$ cat src/rtl/dir_ctrl_pkg.sv
// Shared constants for the line direction and echo control block
package dir_ctrl_pkg;
  // Transmit-to-receive changeover delay, in nanoseconds
  localparam int TURN_DELAY_NS = 10000;
  // Clock period in nanoseconds (10 MHz)
  localparam int CLOCK_PERIOD_NS = 100;
  // Changeover delay in cycles, rounded down as a longest time
  localparam int TURN_DELAY_CYCLES = TURN_DELAY_NS / CLOCK_PERIOD_NS;
  // Activity indicator stretch, in cycles, so a short bit stays visible
  localparam int ACTIVITY_HOLD_CYCLES = 1000;
  // Line idle (mark) level on data signals
  localparam logic MARK_LEVEL = 1'b1;
  // Reset values of the enables: driver off, receiver on
  localparam logic DRIVER_RESET = 1'b0;
  localparam logic RECEIVER_RESET = 1'b1;
  // Reset levels of handshakes, switches, half-duplex strap and indicator
  localparam logic HANDSHAKE_RESET = 1'b0;
  localparam logic SWITCH_RESET = 1'b0;
  localparam logic HALF_DUPLEX_N_RESET = 1'b1;
  localparam logic ACTIVITY_RESET = 1'b0;

  // Operating modes decoded from the switches
  typedef enum logic [2:0] {
    MODE_FOUR_WIRE,
    MODE_HS_ECHO,
    MODE_HS_NO_ECHO,
    MODE_AUTO_ECHO,
    MODE_AUTO_NO_ECHO
  } mode_t;
endpackage : dir_ctrl_pkg

$ cat src/rtl/input_sync.sv
// Three-stage pin synchroniser with agreement filter
`timescale 1ns/1ps
module input_sync #(
  parameter logic RESET_LEVEL = 1'b1
) (
  input wire logic clock,
  input wire logic rst,
  input wire logic pin_in,
  output logic level_q
);
  logic s1_q;
  logic s2_q;
  logic s3_q;

  // First stage feeds only the second; level moves once stages two and three agree
  always_ff @(posedge clock) begin
    if (rst) begin
      s1_q <= RESET_LEVEL;
      s2_q <= RESET_LEVEL;
      s3_q <= RESET_LEVEL;
      level_q <= RESET_LEVEL;
    end else begin
      s1_q <= pin_in;
      s2_q <= s1_q;
      s3_q <= s2_q;
      if (s2_q == s3_q) begin
        level_q <= s2_q;
      end
    end
  end
endmodule : input_sync

$ cat src/rtl/rs485_direction_control.sv
// Direction and echo control between a host serial port and a line side
// Notes on behaviour
// RQ1: In four-wire master mode both data and handshake pass each way and all drivers and receivers stay on.
// RQ2: In handshake modes the line driver is on while host handshake is high and off while it is low.
// RQ3: In the echo modes the line receiver stays enabled at all times, even during transmit.
// RQ4: In the no-echo two-wire modes the receiver is off while the driver is on, and on otherwise.
// RQ5: In automatic mode the driver turns on by itself as soon as the host starts sending.
// RQ6: In automatic mode the driver returns to high impedance after the host transmission ends.
// RQ7: A low half-duplex control input on the current-loop port suppresses echo of sent data there.
// RQ8: An activity indicator shows data traffic in either direction.
// RQ9: The mode is decoded from the echo suppress, automatic and handshake switches; all off is four-wire.
// RQ10: Automatic changeover back to receive comes about ten microseconds after last activity, set at build time.
// RQ11: Each space level on host data restarts the changeover timer; the driver drops only at expiry.
`timescale 1ns/1ps
module rs485_direction_control #(
  parameter int TURN_CYCLES = dir_ctrl_pkg::TURN_DELAY_CYCLES,
  parameter int HOLD_CYCLES = dir_ctrl_pkg::ACTIVITY_HOLD_CYCLES
) (
  input wire logic clock,
  input wire logic rst,
  input wire logic echo_suppress_switch,
  input wire logic auto_direction_switch,
  input wire logic handshake_direction_switch,
  input wire logic host_txd,
  input wire logic host_handshake,
  input wire logic line_rxd,
  input wire logic line_handshake,
  input wire logic current_loop_port_half_duplex_n,
  output logic line_txd,
  output logic line_handshake_out,
  output logic line_driver_en,
  output logic line_receiver_en,
  output logic host_rxd,
  output logic host_handshake_out,
  output logic loop_rxd,
  output logic activity_led
);
  import dir_ctrl_pkg::*;

  localparam int TW = $clog2(TURN_CYCLES + 1);
  localparam int HW = $clog2(HOLD_CYCLES + 1);

  logic txd_s;
  logic hs_s;
  logic rxd_s;
  logic lhs_s;
  logic hdx_n_s;
  logic no_echo_s;
  logic auto_s;
  logic hs_sw_s;
  logic auto_mode;
  logic [TW-1:0] turn_q;
  logic [TW-1:0] turn_d;
  logic [HW-1:0] hold_q;
  logic [HW-1:0] hold_d;
  logic drv_d;
  logic rcv_d;
  logic rxd_d;
  mode_t mode;

  // Every pin, switches included, is outside the clock domain
  localparam int PINS = 8;
  localparam logic [PINS-1:0] PIN_RESET = {SWITCH_RESET, SWITCH_RESET, SWITCH_RESET,
                                           HALF_DUPLEX_N_RESET, HANDSHAKE_RESET, MARK_LEVEL,
                                           HANDSHAKE_RESET, MARK_LEVEL};
  logic [PINS-1:0] pin_raw;
  logic [PINS-1:0] pin_s;
  assign pin_raw = {handshake_direction_switch, auto_direction_switch, echo_suppress_switch,
                    current_loop_port_half_duplex_n, line_handshake, line_rxd,
                    host_handshake, host_txd};

  // Switch bounce is filtered like data, so a switch pulse shorter than two samples never reaches the mode
  for (genvar i = 0; i < PINS; i++) begin : g_sync
    input_sync #(.RESET_LEVEL(PIN_RESET[i])) input_sync_inst (
      .clock(clock),
      .rst(rst),
      .pin_in(pin_raw[i]),
      .level_q(pin_s[i]));
  end

  // Filtered levels by name
  assign txd_s = pin_s[0];
  assign hs_s = pin_s[1];
  assign rxd_s = pin_s[2];
  assign lhs_s = pin_s[3];
  assign hdx_n_s = pin_s[4];
  assign no_echo_s = pin_s[5];
  assign auto_s = pin_s[6];
  assign hs_sw_s = pin_s[7];

  // Switch decode; handshake wins if both direction switches are set
  function automatic mode_t decode_mode(input logic no_echo, input logic auto_sw,
                                        input logic hs_sw);
    if (hs_sw) begin
      decode_mode = no_echo ? MODE_HS_NO_ECHO : MODE_HS_ECHO;
    end else if (auto_sw) begin
      decode_mode = no_echo ? MODE_AUTO_NO_ECHO : MODE_AUTO_ECHO;
    end else begin
      decode_mode = MODE_FOUR_WIRE;
    end
  endfunction : decode_mode

  assign mode = decode_mode(no_echo_s, auto_s, hs_sw_s); // RQ9
  assign auto_mode = (mode == MODE_AUTO_ECHO) || (mode == MODE_AUTO_NO_ECHO);

  // Changeover timer reloads on every space level of host data
  wire space_seen = (txd_s != MARK_LEVEL);
  assign turn_d = space_seen ? TW'(TURN_CYCLES) : // RQ11 RQ5
                  (turn_q != '0) ? turn_q - TW'(1) : turn_q; // RQ10

  // Activity stretch from either data direction
  wire traffic = space_seen || (rxd_s != MARK_LEVEL);
  assign hold_d = traffic ? HW'(HOLD_CYCLES) :
                  (hold_q != '0) ? hold_q - HW'(1) : hold_q; // RQ8

  // Driver and receiver enables by mode
  always_comb begin
    drv_d = DRIVER_RESET;
    rcv_d = RECEIVER_RESET;
    case (mode)
      MODE_FOUR_WIRE: begin
        drv_d = 1'b1; // RQ1
        rcv_d = 1'b1; // RQ1
      end
      MODE_HS_ECHO: begin
        drv_d = hs_s; // RQ2
        rcv_d = 1'b1; // RQ3
      end
      MODE_HS_NO_ECHO: begin
        drv_d = hs_s; // RQ2
        rcv_d = !hs_s; // RQ4
      end
      MODE_AUTO_ECHO: begin
        drv_d = space_seen || (turn_q != '0); // RQ5 RQ6
        rcv_d = 1'b1; // RQ3
      end
      MODE_AUTO_NO_ECHO: begin
        drv_d = space_seen || (turn_q != '0); // RQ5 RQ6
        rcv_d = !(space_seen || (turn_q != '0)); // RQ4
      end
      default: begin
        drv_d = DRIVER_RESET;
        rcv_d = RECEIVER_RESET;
      end
    endcase
  end

  // Receive data idles at mark while the receiver is off
  assign rxd_d = rcv_d ? rxd_s : MARK_LEVEL;

  // Timers and enables
  always_ff @(posedge clock) begin
    if (rst) begin
      turn_q <= '0;
      hold_q <= '0;
      line_driver_en <= DRIVER_RESET;
      line_receiver_en <= RECEIVER_RESET;
    end else begin
      turn_q <= turn_d;
      hold_q <= hold_d;
      line_driver_en <= drv_d;
      line_receiver_en <= rcv_d;
    end
  end

  // Data and handshake paths, all registered
  always_ff @(posedge clock) begin
    if (rst) begin
      line_txd <= MARK_LEVEL;
      host_rxd <= MARK_LEVEL;
      loop_rxd <= MARK_LEVEL;
      line_handshake_out <= HANDSHAKE_RESET;
      host_handshake_out <= HANDSHAKE_RESET;
      activity_led <= ACTIVITY_RESET;
    end else begin
      line_txd <= txd_s;
      host_rxd <= rxd_d;
      // Loop echo blocked while we drive, when half duplex is strapped low
      loop_rxd <= (!hdx_n_s && drv_d) ? MARK_LEVEL : rxd_d; // RQ7
      line_handshake_out <= (mode == MODE_FOUR_WIRE) ? hs_s : 1'b0; // RQ1
      host_handshake_out <= (mode == MODE_FOUR_WIRE) ? lhs_s : 1'b0; // RQ1
      activity_led <= (hold_d != '0); // RQ8
    end
  end

  // Checks
  AST_FOUR_WIRE_ON: assert property (@(posedge clock) disable iff (rst) // RQ1
    (mode == MODE_FOUR_WIRE) && $stable(mode) |=> line_driver_en && line_receiver_en)
    else $error("four-wire mode enables not both on");
  AST_HS_DRIVER: assert property (@(posedge clock) disable iff (rst) // RQ2
    (mode == MODE_HS_ECHO || mode == MODE_HS_NO_ECHO) |=> line_driver_en == $past(hs_s))
    else $error("driver does not follow handshake");
  AST_ECHO_RX_ON: assert property (@(posedge clock) disable iff (rst) // RQ3
    (mode == MODE_HS_ECHO || mode == MODE_AUTO_ECHO) |=> line_receiver_en)
    else $error("receiver off in echo mode");
  AST_NO_ECHO_EXCL: assert property (@(posedge clock) disable iff (rst) // RQ4
    (mode == MODE_HS_NO_ECHO || mode == MODE_AUTO_NO_ECHO) && $stable(mode)
    |=> line_receiver_en != line_driver_en)
    else $error("receiver and driver not exclusive");
  AST_AUTO_START: assert property (@(posedge clock) disable iff (rst) // RQ5
    auto_mode && space_seen |=> line_driver_en)
    else $error("driver not enabled on host data");
  AST_AUTO_RELEASE: assert property (@(posedge clock) disable iff (rst) // RQ6
    auto_mode && (turn_q == TW'(1)) && !space_seen ##1 auto_mode && !space_seen
    |=> !line_driver_en)
    else $error("driver not released after delay");
  AST_AUTO_HOLD: assert property (@(posedge clock) disable iff (rst) // RQ10
    auto_mode && (turn_q != '0) |=> line_driver_en)
    else $error("driver dropped before changeover delay");
  AST_HS_PASS: assert property (@(posedge clock) disable iff (rst) // RQ1
    (mode == MODE_FOUR_WIRE)
    |=> (line_handshake_out == $past(hs_s)) && (host_handshake_out == $past(lhs_s)))
    else $error("handshake not passed in four-wire mode");
  AST_HS_GATED: assert property (@(posedge clock) disable iff (rst) // RQ1
    (mode != MODE_FOUR_WIRE) |=> !line_handshake_out && !host_handshake_out)
    else $error("handshake passed outside four-wire mode");
  AST_RX_MARK: assert property (@(posedge clock) disable iff (rst) // RQ4
    !rcv_d |=> host_rxd == MARK_LEVEL)
    else $error("receive data not idle while receiver off");
  AST_TIMER_RELOAD: assert property (@(posedge clock) disable iff (rst) // RQ11
    space_seen |=> turn_q == TW'(TURN_CYCLES))
    else $error("changeover timer not reloaded");
  AST_LOOP_NO_ECHO: assert property (@(posedge clock) disable iff (rst) // RQ7
    !hdx_n_s && drv_d |=> loop_rxd == MARK_LEVEL)
    else $error("loop echo not suppressed");
  AST_ACTIVITY: assert property (@(posedge clock) disable iff (rst) // RQ8
    traffic |=> activity_led)
    else $error("activity indicator missed traffic");
  AST_LED_IDLE: assert property (@(posedge clock) disable iff (rst) // RQ8
    (hold_q == '0) && !traffic |=> !activity_led)
    else $error("activity indicator lit without traffic");

  COV_AUTO_TURN: cover property (@(posedge clock) disable iff (rst)
    (mode == MODE_AUTO_NO_ECHO) && line_driver_en ##1 !line_driver_en);
  COV_HS_TX: cover property (@(posedge clock) disable iff (rst)
    (mode == MODE_HS_NO_ECHO) && line_driver_en);
  COV_LOOP_BLOCK: cover property (@(posedge clock) disable iff (rst)
    !hdx_n_s && drv_d && !rxd_s);
  COV_AUTO_RESTART: cover property (@(posedge clock) disable iff (rst)
    auto_mode && !space_seen && (turn_q != '0) ##1 space_seen);
  COV_FOUR_WIRE_HS: cover property (@(posedge clock) disable iff (rst)
    (mode == MODE_FOUR_WIRE) && line_handshake_out);
endmodule : rs485_direction_control

$ cat config.mk
export PLATFORM = sky130hd
export DESIGN_NAME = rs485_direction_control
export DESIGN_NICKNAME = d
export VERILOG_FILES = /design/src/rtl/dir_ctrl_pkg.sv /design/src/rtl/input_sync.sv /design/src/rtl/rs485_direction_control.sv
export SDC_FILE = /design/constraint.sdc
export NUM_CORES = 1
export LEC_CHECK = 0
export ABC_AREA = 1
export ABC_CLOCK_PERIOD_IN_PS = 2000
export BUFFER_PORTS_ARGS = -buffer_cell sky130_fd_sc_hd__buf_2
export CORE_UTILIZATION = 40
export DETAILED_ROUTE_END_ITERATION = 10
export PLACE_DENSITY = 0.64
export SLEW_MARGIN = 20
export SYNTH_ARGS = -nofsm -noshare
export SYNTH_HDL_FRONTEND = slang
export SYNTH_SLANG_ARGS = --single-unit
$ cat constraint.sdc
create_clock -name clock -period 2 [get_ports clock]
set_input_delay 0.3 -clock clock [delete_from_list [all_inputs] [get_ports clock]]
set_output_delay 0.3 -clock clock [all_outputs]
set_load 0.05 [all_outputs]
-- After elaboration in Yosys (flattened, before gate mapping)
Index checks and enable logic that the tools add are counted.
Widths: inputs -> output; s select.
- bitwise logic cells: 3
- mux-type cells: 11
- equal/unequal tests: 13
- reductions and logical operators: 15
- add/sub/neg operators: 2
- operators by type and width (cell ; count):
    $mux 10 ; 2
    $reduce_bool 10->1 ; 2
    $mux 7 ; 2
    $reduce_or 2->1 ; 5
    $sub 10x1->10 const B ; 1
    $mux 3 ; 3
    $eq 1x1->1 ; 8
    $reduce_bool 7->1 ; 1
    $sub 7x1->7 const B ; 1
    $eq 3x2->1 const B ; 2
    $eq 3x1->1 const B ; 1
    $eq 3x3->1 const B ; 1
    $logic_not 1->1 ; 3
    $logic_not 3->1 ; 1
    $not 1->1 ; 3
    $pmux 1 s3 ; 1
    $logic_or 1x1->1 ; 2
    $mux 2 ; 1
    $ne 2x2->1 const B ; 1
    $pmux 1 s2 ; 1
    $logic_and 1x1->1 ; 1
    $mux 1 ; 1
- bits in registers: 57
- output and inout bits: 8

-- Logic depth before layout (Yosys ltp)
Gate-level depths: netlist of the first run.
- depth in word-level cells: 8
- depth in mapped cells: 11

-- Modules after synthesis
Synthesis of the first run repeated with hierarchy kept, for this count alone.
- cell total of the unflattened synthesis: 285
- area total of the unflattened synthesis: 2237.1 sq um
- modules (own cells, without submodules) (module ; instances ; area each (sq um) ; cells each):
    rs485_direction_control ; 1 ; 1243.7 ; 175
    input_sync (g_sync[1].input_sync_inst ...) ; 5 ; 121.4 ; 13
    input_sync (g_sync[0].input_sync_inst ...) ; 3 ; 128.9 ; 15

-- Worst setup path before layout of the first run
OpenSTA, ideal clock, no wires.
- path type: register to register
- start point: register hold_q[0]
- end point: register activity_led
- slack: 0.576 ns
- period minus slack after synthesis: 1.424 ns
- required time: 1.868 ns
- arrival time: 1.292 ns
- buffers on the path: 0
- cell stages (with the launch flop): 12
- cells stage by stage: dfxtp_1 > inv_1 > ha_1 > nand2_2 > nor2_4 > nand2_1 > nand2_1 > nand2_1 > nor2_1 > nand3_1 > nor2_1 > a21oi_1
- longest elaborated chain between the ends: 4
- elaborated cells between the ends (all ways): 5
- ends and longest elaborated chain (what ; RTL line ; text):
    start, declared ; rs485_direction_control.sv:54 ; logic [HW-1:0] hold_q;
    start signal, assigned ; rs485_direction_control.sv:160 ; hold_q <= hold_d;
    $sub 10x1->10 or $reduce_bool 10->1 (tied branches) ; rs485_direction_control.sv:114 ; (hold_q != '0) ? hold_q - HW'(1) : hold_q;
    $mux 10 (*) ; rs485_direction_control.sv:114 ;
    $mux 10 (*) ; rs485_direction_control.sv:113 ; assign hold_d = traffic ? HW'(HOLD_CYCLES) :
    $reduce_bool 10->1 (*) ; rs485_direction_control.sv:182 ; activity_led <= (hold_d != '0);
    end signal, assigned ; rs485_direction_control.sv:182 ;
    end, declared ; rs485_direction_control.sv:36 ; output logic activity_led
Mark *: on every way between the ends. The rest lies on a longest branch, timed or not.
A chain may end at the register's enable or synchronous reset.

-- Worst setup path in the final report of the first run
Same ends and word-level chain as after synthesis.

==> impl_results.md, run 1 <==
- Cells after Synth: 272
- Count leader, synth: dfxtp_1
- Clk_skew: 9.53 ps
- Hold_buf cts: 0
- DRT Pass-1 Iters: 7
- Clock sinks: 57
- Via count: 1673
- Yosys warns: 0
- EDFF count, synth: 0
- Multi-input combinational cell area: 902 µm²
- Hold Crit Class: primary input to flip-flop
- Mux contribution to synthesized area: 0%
- Synth top area share: 51.7%
- Root Driver: clkbuf_8
- Initial core utilization: 42.4%
- Period utilization: 80.7%
- Clk slew on worst S/H paths: 60 ps
- Final hold violation count: 0
- Nets: 310
- Max_cap viols: 0
- Site row count: 26
- First-pass GRT wire length: 6620 µm
- GRT Overall Usage: 14.5%
- Wire length per cell: 9.76 µm
- Slew headroom: 78.5%
- DP Area: 2380 µm²
- CTS tree: built
- Fin Hold WS: 163 ps
- Routability Congestion: 0.840
- Post-DP HPWL: 2620 µm
- Vias/cell: 4.50
- Main flop type after synthesis: dfxtp_1
- Avg Cell Area, Syn: 8.11 µm²
- Register bit total from synthesis: 57
- Slew of the pin with the lowest slew margin: 321 ps
- Io pins: 18
- Sequential share of the synthesized area: 51.7%
- Fin crit period: 1610 ps
- H-tree levels: 3
- Worst-Skew Late Latency: 320 ps
- Synth Area in Compound Gates: 8.79%
- CP required: 2190 ps
- Post-CTS setup buffers: 0
- Mapped Area: 2210 µm²
- Area contributors post-synth: dfxtp_1, nand2_1, nor2_1, inv_1, a21oi_1
- Netlist cell types: 27
- Vias in the first global route: 1597
- Post-Syn Nets: 285
- Sequential Area: 1140 µm²
- Syn-to-layout area delta: 16.2%
- TritonCTS Buffers: 9
- Clock tree buffer depth: 2
- Layout cells sized above 1: 22.2%
- RSZ-0062 raised after global routing: no
- IO buf count: 17
- Fillers: 533
- Cell taking the most area after synthesis: dfxtp_1
- Initial antenna violation count: 0
- Share of synthesized cell area in and, or, nand and nor gates: 28.1%
- XOR/XNOR Fraction of Synth Area: 2.32%
- Routed wire length: 3630 µm
- Core Area: 5200 µm²
- Die area: 5820 µm²
- Resize count post-CTS: 0
- Critical path type: flip-flop to flip-flop
- Die height: 76.3 µm
- Max Freq: 620 MHz
- Final instance area: 2560 µm²
- CP arrival: 1810 ps
- Crit path capture type: flip-flop
- Remaining Overflow, GRT: 0
- Synth top cells by count: dfxtp_1, nand2_1, nor2_1, inv_1, a21oi_1
- Post-route DRC: 0
- Final setup viols: 0
- Status: finished, final reports clean
- TNS Setup: 0 ps
- Worst-path fanout max: 9
- Pwr/cell area: 1520 nW/µm²
- 1st-iter DRT viols: 79
- Critical path launch point type: flip-flop
- Post-synthesis adder-cell area fraction: 1.70%
- ANT nets after route: 0
- Main combinational cell family by area after synthesis: simple AND/OR/NAND/NOR gates
- N_diodes: 0
- Pin count of the biggest net entering global routing: 26
- Die W: 76.3 µm
- VDD IR-drop max: 546 µV
- Static leakage: 1.16 nW
- Final Slew Violations: 0
- Async SR Flop Fraction: 0%
-- power by group --
part	switching, mW	internal, mW
Combinational	0.912	0.545
Clock	0.405	0.606
Sequential	0.135	1.30
-- layout make-up --
| class | count | area share, % |
|---|---|---|
| sequential | 57 | 44.5 |
| multi-input combinational | 172 | 35.2 |
| clock buffer | 13 | 5.80 |
| inverter | 38 | 5.66 |
| timing repair buffer | 19 | 3.90 |
| tap | 70 | 3.41 |
| clock inverter | 3 | 1.56 |
-- per-stage QoR --
stage	utilization [%]	power, mW	setup WS (ps)	instances
after CTS	49.3	3.94	391	372
final	49.3	3.90	386	372
after global routing	49.3	4.25	244	372
after floorplan	-	2.65	576	272
after global placement	45.6	2.89	478	356
after detailed placement	45.6	2.90	405	356
-- kinds of logic after synthesis --
group,after synthesis
buf+inv,43
xor+xnor,5
simple gates,128
fa+ha+maj,3
flops,57
compound gates,36
-- state kept, by name, summed over array words and instances (netlist names) --
register and cells:
host_rxd 1, line_receiver_en 1, g_sync.input_sync_inst.s1_q 8, turn_q 7, line_driver_en 1, host_handshake_out 1, g_sync.input_sync_inst.level_q 8, activity_led 1
g_sync.input_sync_inst.s2_q 8, g_sync.input_sync_inst.s3_q 8, line_txd 1, line_handshake_out 1, loop_rxd 1, hold_q 10
-- layer usage --
metal	share of wire [%]	vias up	wire [µm]	GRT usage, %
li1	-	899	-	-
met1	48	748	1740	16.3
met2	48	22	1730	23.8
met3	3.1	4	113	4.79
met4	1.3	0	47	8.65
met5	0	-	0	0
-- layout by cell type (no fill, tap or decap), types with 4 or more instances in the layout --
cell type   n
a21oi_1    19
buf_2      17
clkbuf_8   10
dfxtp_1    57
inv_1      33
inv_2       4
nand2_1    44
nand3_1    10
nor2_1     39
nor2_2      5
nor2_4      4
nor3_1      7
o21ai_0    13
or2_2      10
-- final timing paths --
check	from	depth (start not counted)	end	slack (ps)
max	hold_q[0]	9	activity_led	390
max reg2reg	hold_q[0]	9	activity_led	390
min	host_txd	2	g_sync[0].input_sync_inst.s1_q	160
min reg2reg	g_sync[5].input_sync_inst.s1_q	2	g_sync[5].input_sync_inst.s2_q	400
-- critical path, stage by stage, from the launching register on --
cell and delay [ps]:
dfxtp_1 310, inv_1 130, ha_1 270, nand2_2 90
nor2_4 140, nand3_4 140, nand2_1 130, nand3_1 90
nor2_1 120, a21oi_1 70
Power figures use the tool's default switching activity.
==> run 2, diff against run 1 <==
Settings changed: ABC_CLOCK_PERIOD_IN_PS 2000 to 1300, PLACE_DENSITY 0.64 to 0.66.
Clock period 2 ns to 1.3 ns, I/O delays scaled along.
==> impl_results.md, run 2 (same netlist as run 1, synthesis figures left out) <==
- RSZ-0062 raised after global routing: yes
- Hold depth: 2 (unchanged)
- Most frequent cells in the layout: dfxtp_1, nand2_1, nor2_1, inv_1, buf_4
- R2R cell count: 9 (unchanged)
- Post-route DRC: 0 (unchanged)
- Hold_buf cts: 0 (unchanged)
- Clk_skew: 5.90 ps (-3.63 ps)
- Critical Path Source: hold_q[0]
- Nets: 337 (+8.7%)
- Wire length per cell: 10.6 µm (+8.7%)
- IO buf count: 17 (unchanged)
- Die W: 76.3 µm (unchanged)
- Fillers: 493 (-7.5%)
- Finished Layout Cells: 399 (+7.3%)
- N_diodes: 0 (unchanged)
- Crit Reg-Reg Startpoint: hold_q[0]
- Critical path type: flip-flop to flip-flop
- H-tree levels: 3 (unchanged)
- Fin crit period: 1390 ps (-228 ps)
- CTS tree: built
- DRT Pass-1 Iters: 4 (-3)
- Slew of the pin with the lowest slew margin: 288 ps (-33.0 ps)
- Worst reg-to-reg setup slack: -90 ps (-470 ps)
- Core Area: 5200 µm² (unchanged)
- ANT nets after route: 0 (unchanged)
- Tot Pwr: 7.48 mW (+91%)
- Initial antenna violation count: 0 (unchanged)
- Initial core utilization: 42.4% (unchanged)
- Routed wire length: 4240 µm (+17%)
- Critical path launch point type: flip-flop
- Status: complete, but fails checks
- Period utilization: 107% (+26 points)
- Hold Crit Class: primary input to flip-flop
- Final hold violation count: 0 (unchanged)
- VDD IR-drop max: 1190 µV (+120%)
- Final Slew Violations: 0 (unchanged)
- TritonCTS Buffers: 9 (unchanged)
- Vias in the first global route: 1727 (+8.1%)
- Largest register by flop count: hold_q
- Most common cell after layout, fill and taps aside: dfxtp_1
- GRT Overall Usage: 15.7% (+1.2 points)
- Syn-to-layout area delta: 32.6%
- Routability Congestion: 0.834 (-0.73%)
- Post-DP HPWL: 2900 µm (+11%)
- Fin Hold WS: 45.0 ps (-118 ps)
- Clock sinks: 57 (unchanged)
- Remaining Overflow, GRT: 0 (unchanged)
- Site row count: 26 (unchanged)
- Layout cells sized above 1: 37.1% (+15 points)
- Final setup viols: 3 (+3)
- Die area: 5820 µm² (unchanged)
- Max_cap viols: 0 (unchanged)
- Setup slack at placement: -97.3 ps (-502 ps)
- Root Driver: clkbuf_8
- Worst-path fanout max: 9 (unchanged)
- Via count: 1795 (+7.3%)
- CP arrival: 1610 ps (-200 ps)
- Pwr/cell area: 2550 nW/µm² (+68%)
- TNS Setup: -162 ps (-162 ps)
- Placed Cells: 380 (+6.7%)
- DP Area: 2580 µm² (+8.6%)
- HP Start: current_loop_port_half_duplex_n
- Worst min-delay path endpoint: g_sync[4].input_sync_inst.s1_q
- Max reg flops: 10 (unchanged)
- 1st-iter DRT viols: 89 (+13%)
- Clock tree buffer depth: 2 (unchanged)
- Failing checks: negative setup slack
- CP required: 1530 ps (-660 ps)
- Vias/cell: 4.50 (about the same)
- Post-Route Utilization: 56.2% (+6.9 points)
- Static leakage: 1.32 nW (+14%)
- Slew headroom: 80.8% (+2.3 points)
- Clk slew on worst S/H paths: 70 ps (about the same)
- Worst setup margin: -85.3 ps (-472 ps)
- Worst-Skew Late Latency: 330 ps (about the same)
- Io pins: 18 (unchanged)
- Pin count of the biggest net entering global routing: 19 (-27%)
- Reg-to-reg endpoint: activity_led
- Max Freq: 722 MHz (+16%)
- Crit path capture type: flip-flop
- Die height: 76.3 µm (unchanged)
- First-pass GRT wire length: 7150 µm (+7.9%)
- Final instance area: 2930 µm² (+14%)
[run 2: how the worst max path moves through the flow]
stage / endpoint / slack [ps]
after global placement: activity_led / -40
after CTS: activity_led / -90
after floorplan: activity_led / -9
final: activity_led / -90
after global routing: activity_led / -170
after detailed placement: activity_led / -100
[run 2: area by class of cell]
| class | count | area, µm² | area share (%) |
|---|---|---|---|
| Clock buffer | 9 | 124 | 4.23 |
| Clock inverter | 7 | 103 | 3.51 |
| Tap cell | 70 | 87.6 | 2.99 |
| Sequential cell | 57 | 1150 | 39.2 |
| Inverter | 38 | 145 | 4.96 |
| Timing Repair Buffer | 46 | 315 | 10.8 |
| Multi-Input combinational cell | 172 | 1000 | 34.3 |
[run 2: critical path, stage by stage, from the launching register on]
cell,delay (ps)
dfxtp_1,320
inv_2,80
ha_4,140
nand2_2,60
nor2_4,130
nand3_4,150
nand2_1,110
nand4_1,110
nor2_1,110
a21oi_1,70
[run 2: power by group]
part,internal [mW],switching (mW),total [mW],leakage [nW]
registers,2.01,0.217,2.23,0.470
clock network,1.10,0.758,1.85,0.110
logic,1.60,1.79,3.39,0.742
[run 2: layer usage]
| layer | global-route usage [%] | share of wire [%] |
|---|---|---|
| met2 | 26.1 | 49 |
| met3 | 3.47 | 3.3 |
| met5 | 0 | 0 |
| met4 | 10.4 | 1.5 |
| met1 | 18.0 | 47 |
[run 2: timing repair]
| item | 4_1_cts | 5_1_grt |
|---|---|---|
| hold endpoints to repair | 0 | 0 |
| resized for setup | 1 | 29 |
| pin swaps | 0 | 9 |
| setup buffers | 1 | 2 |
| endpoints found under the setup margin | 3 | 16 |
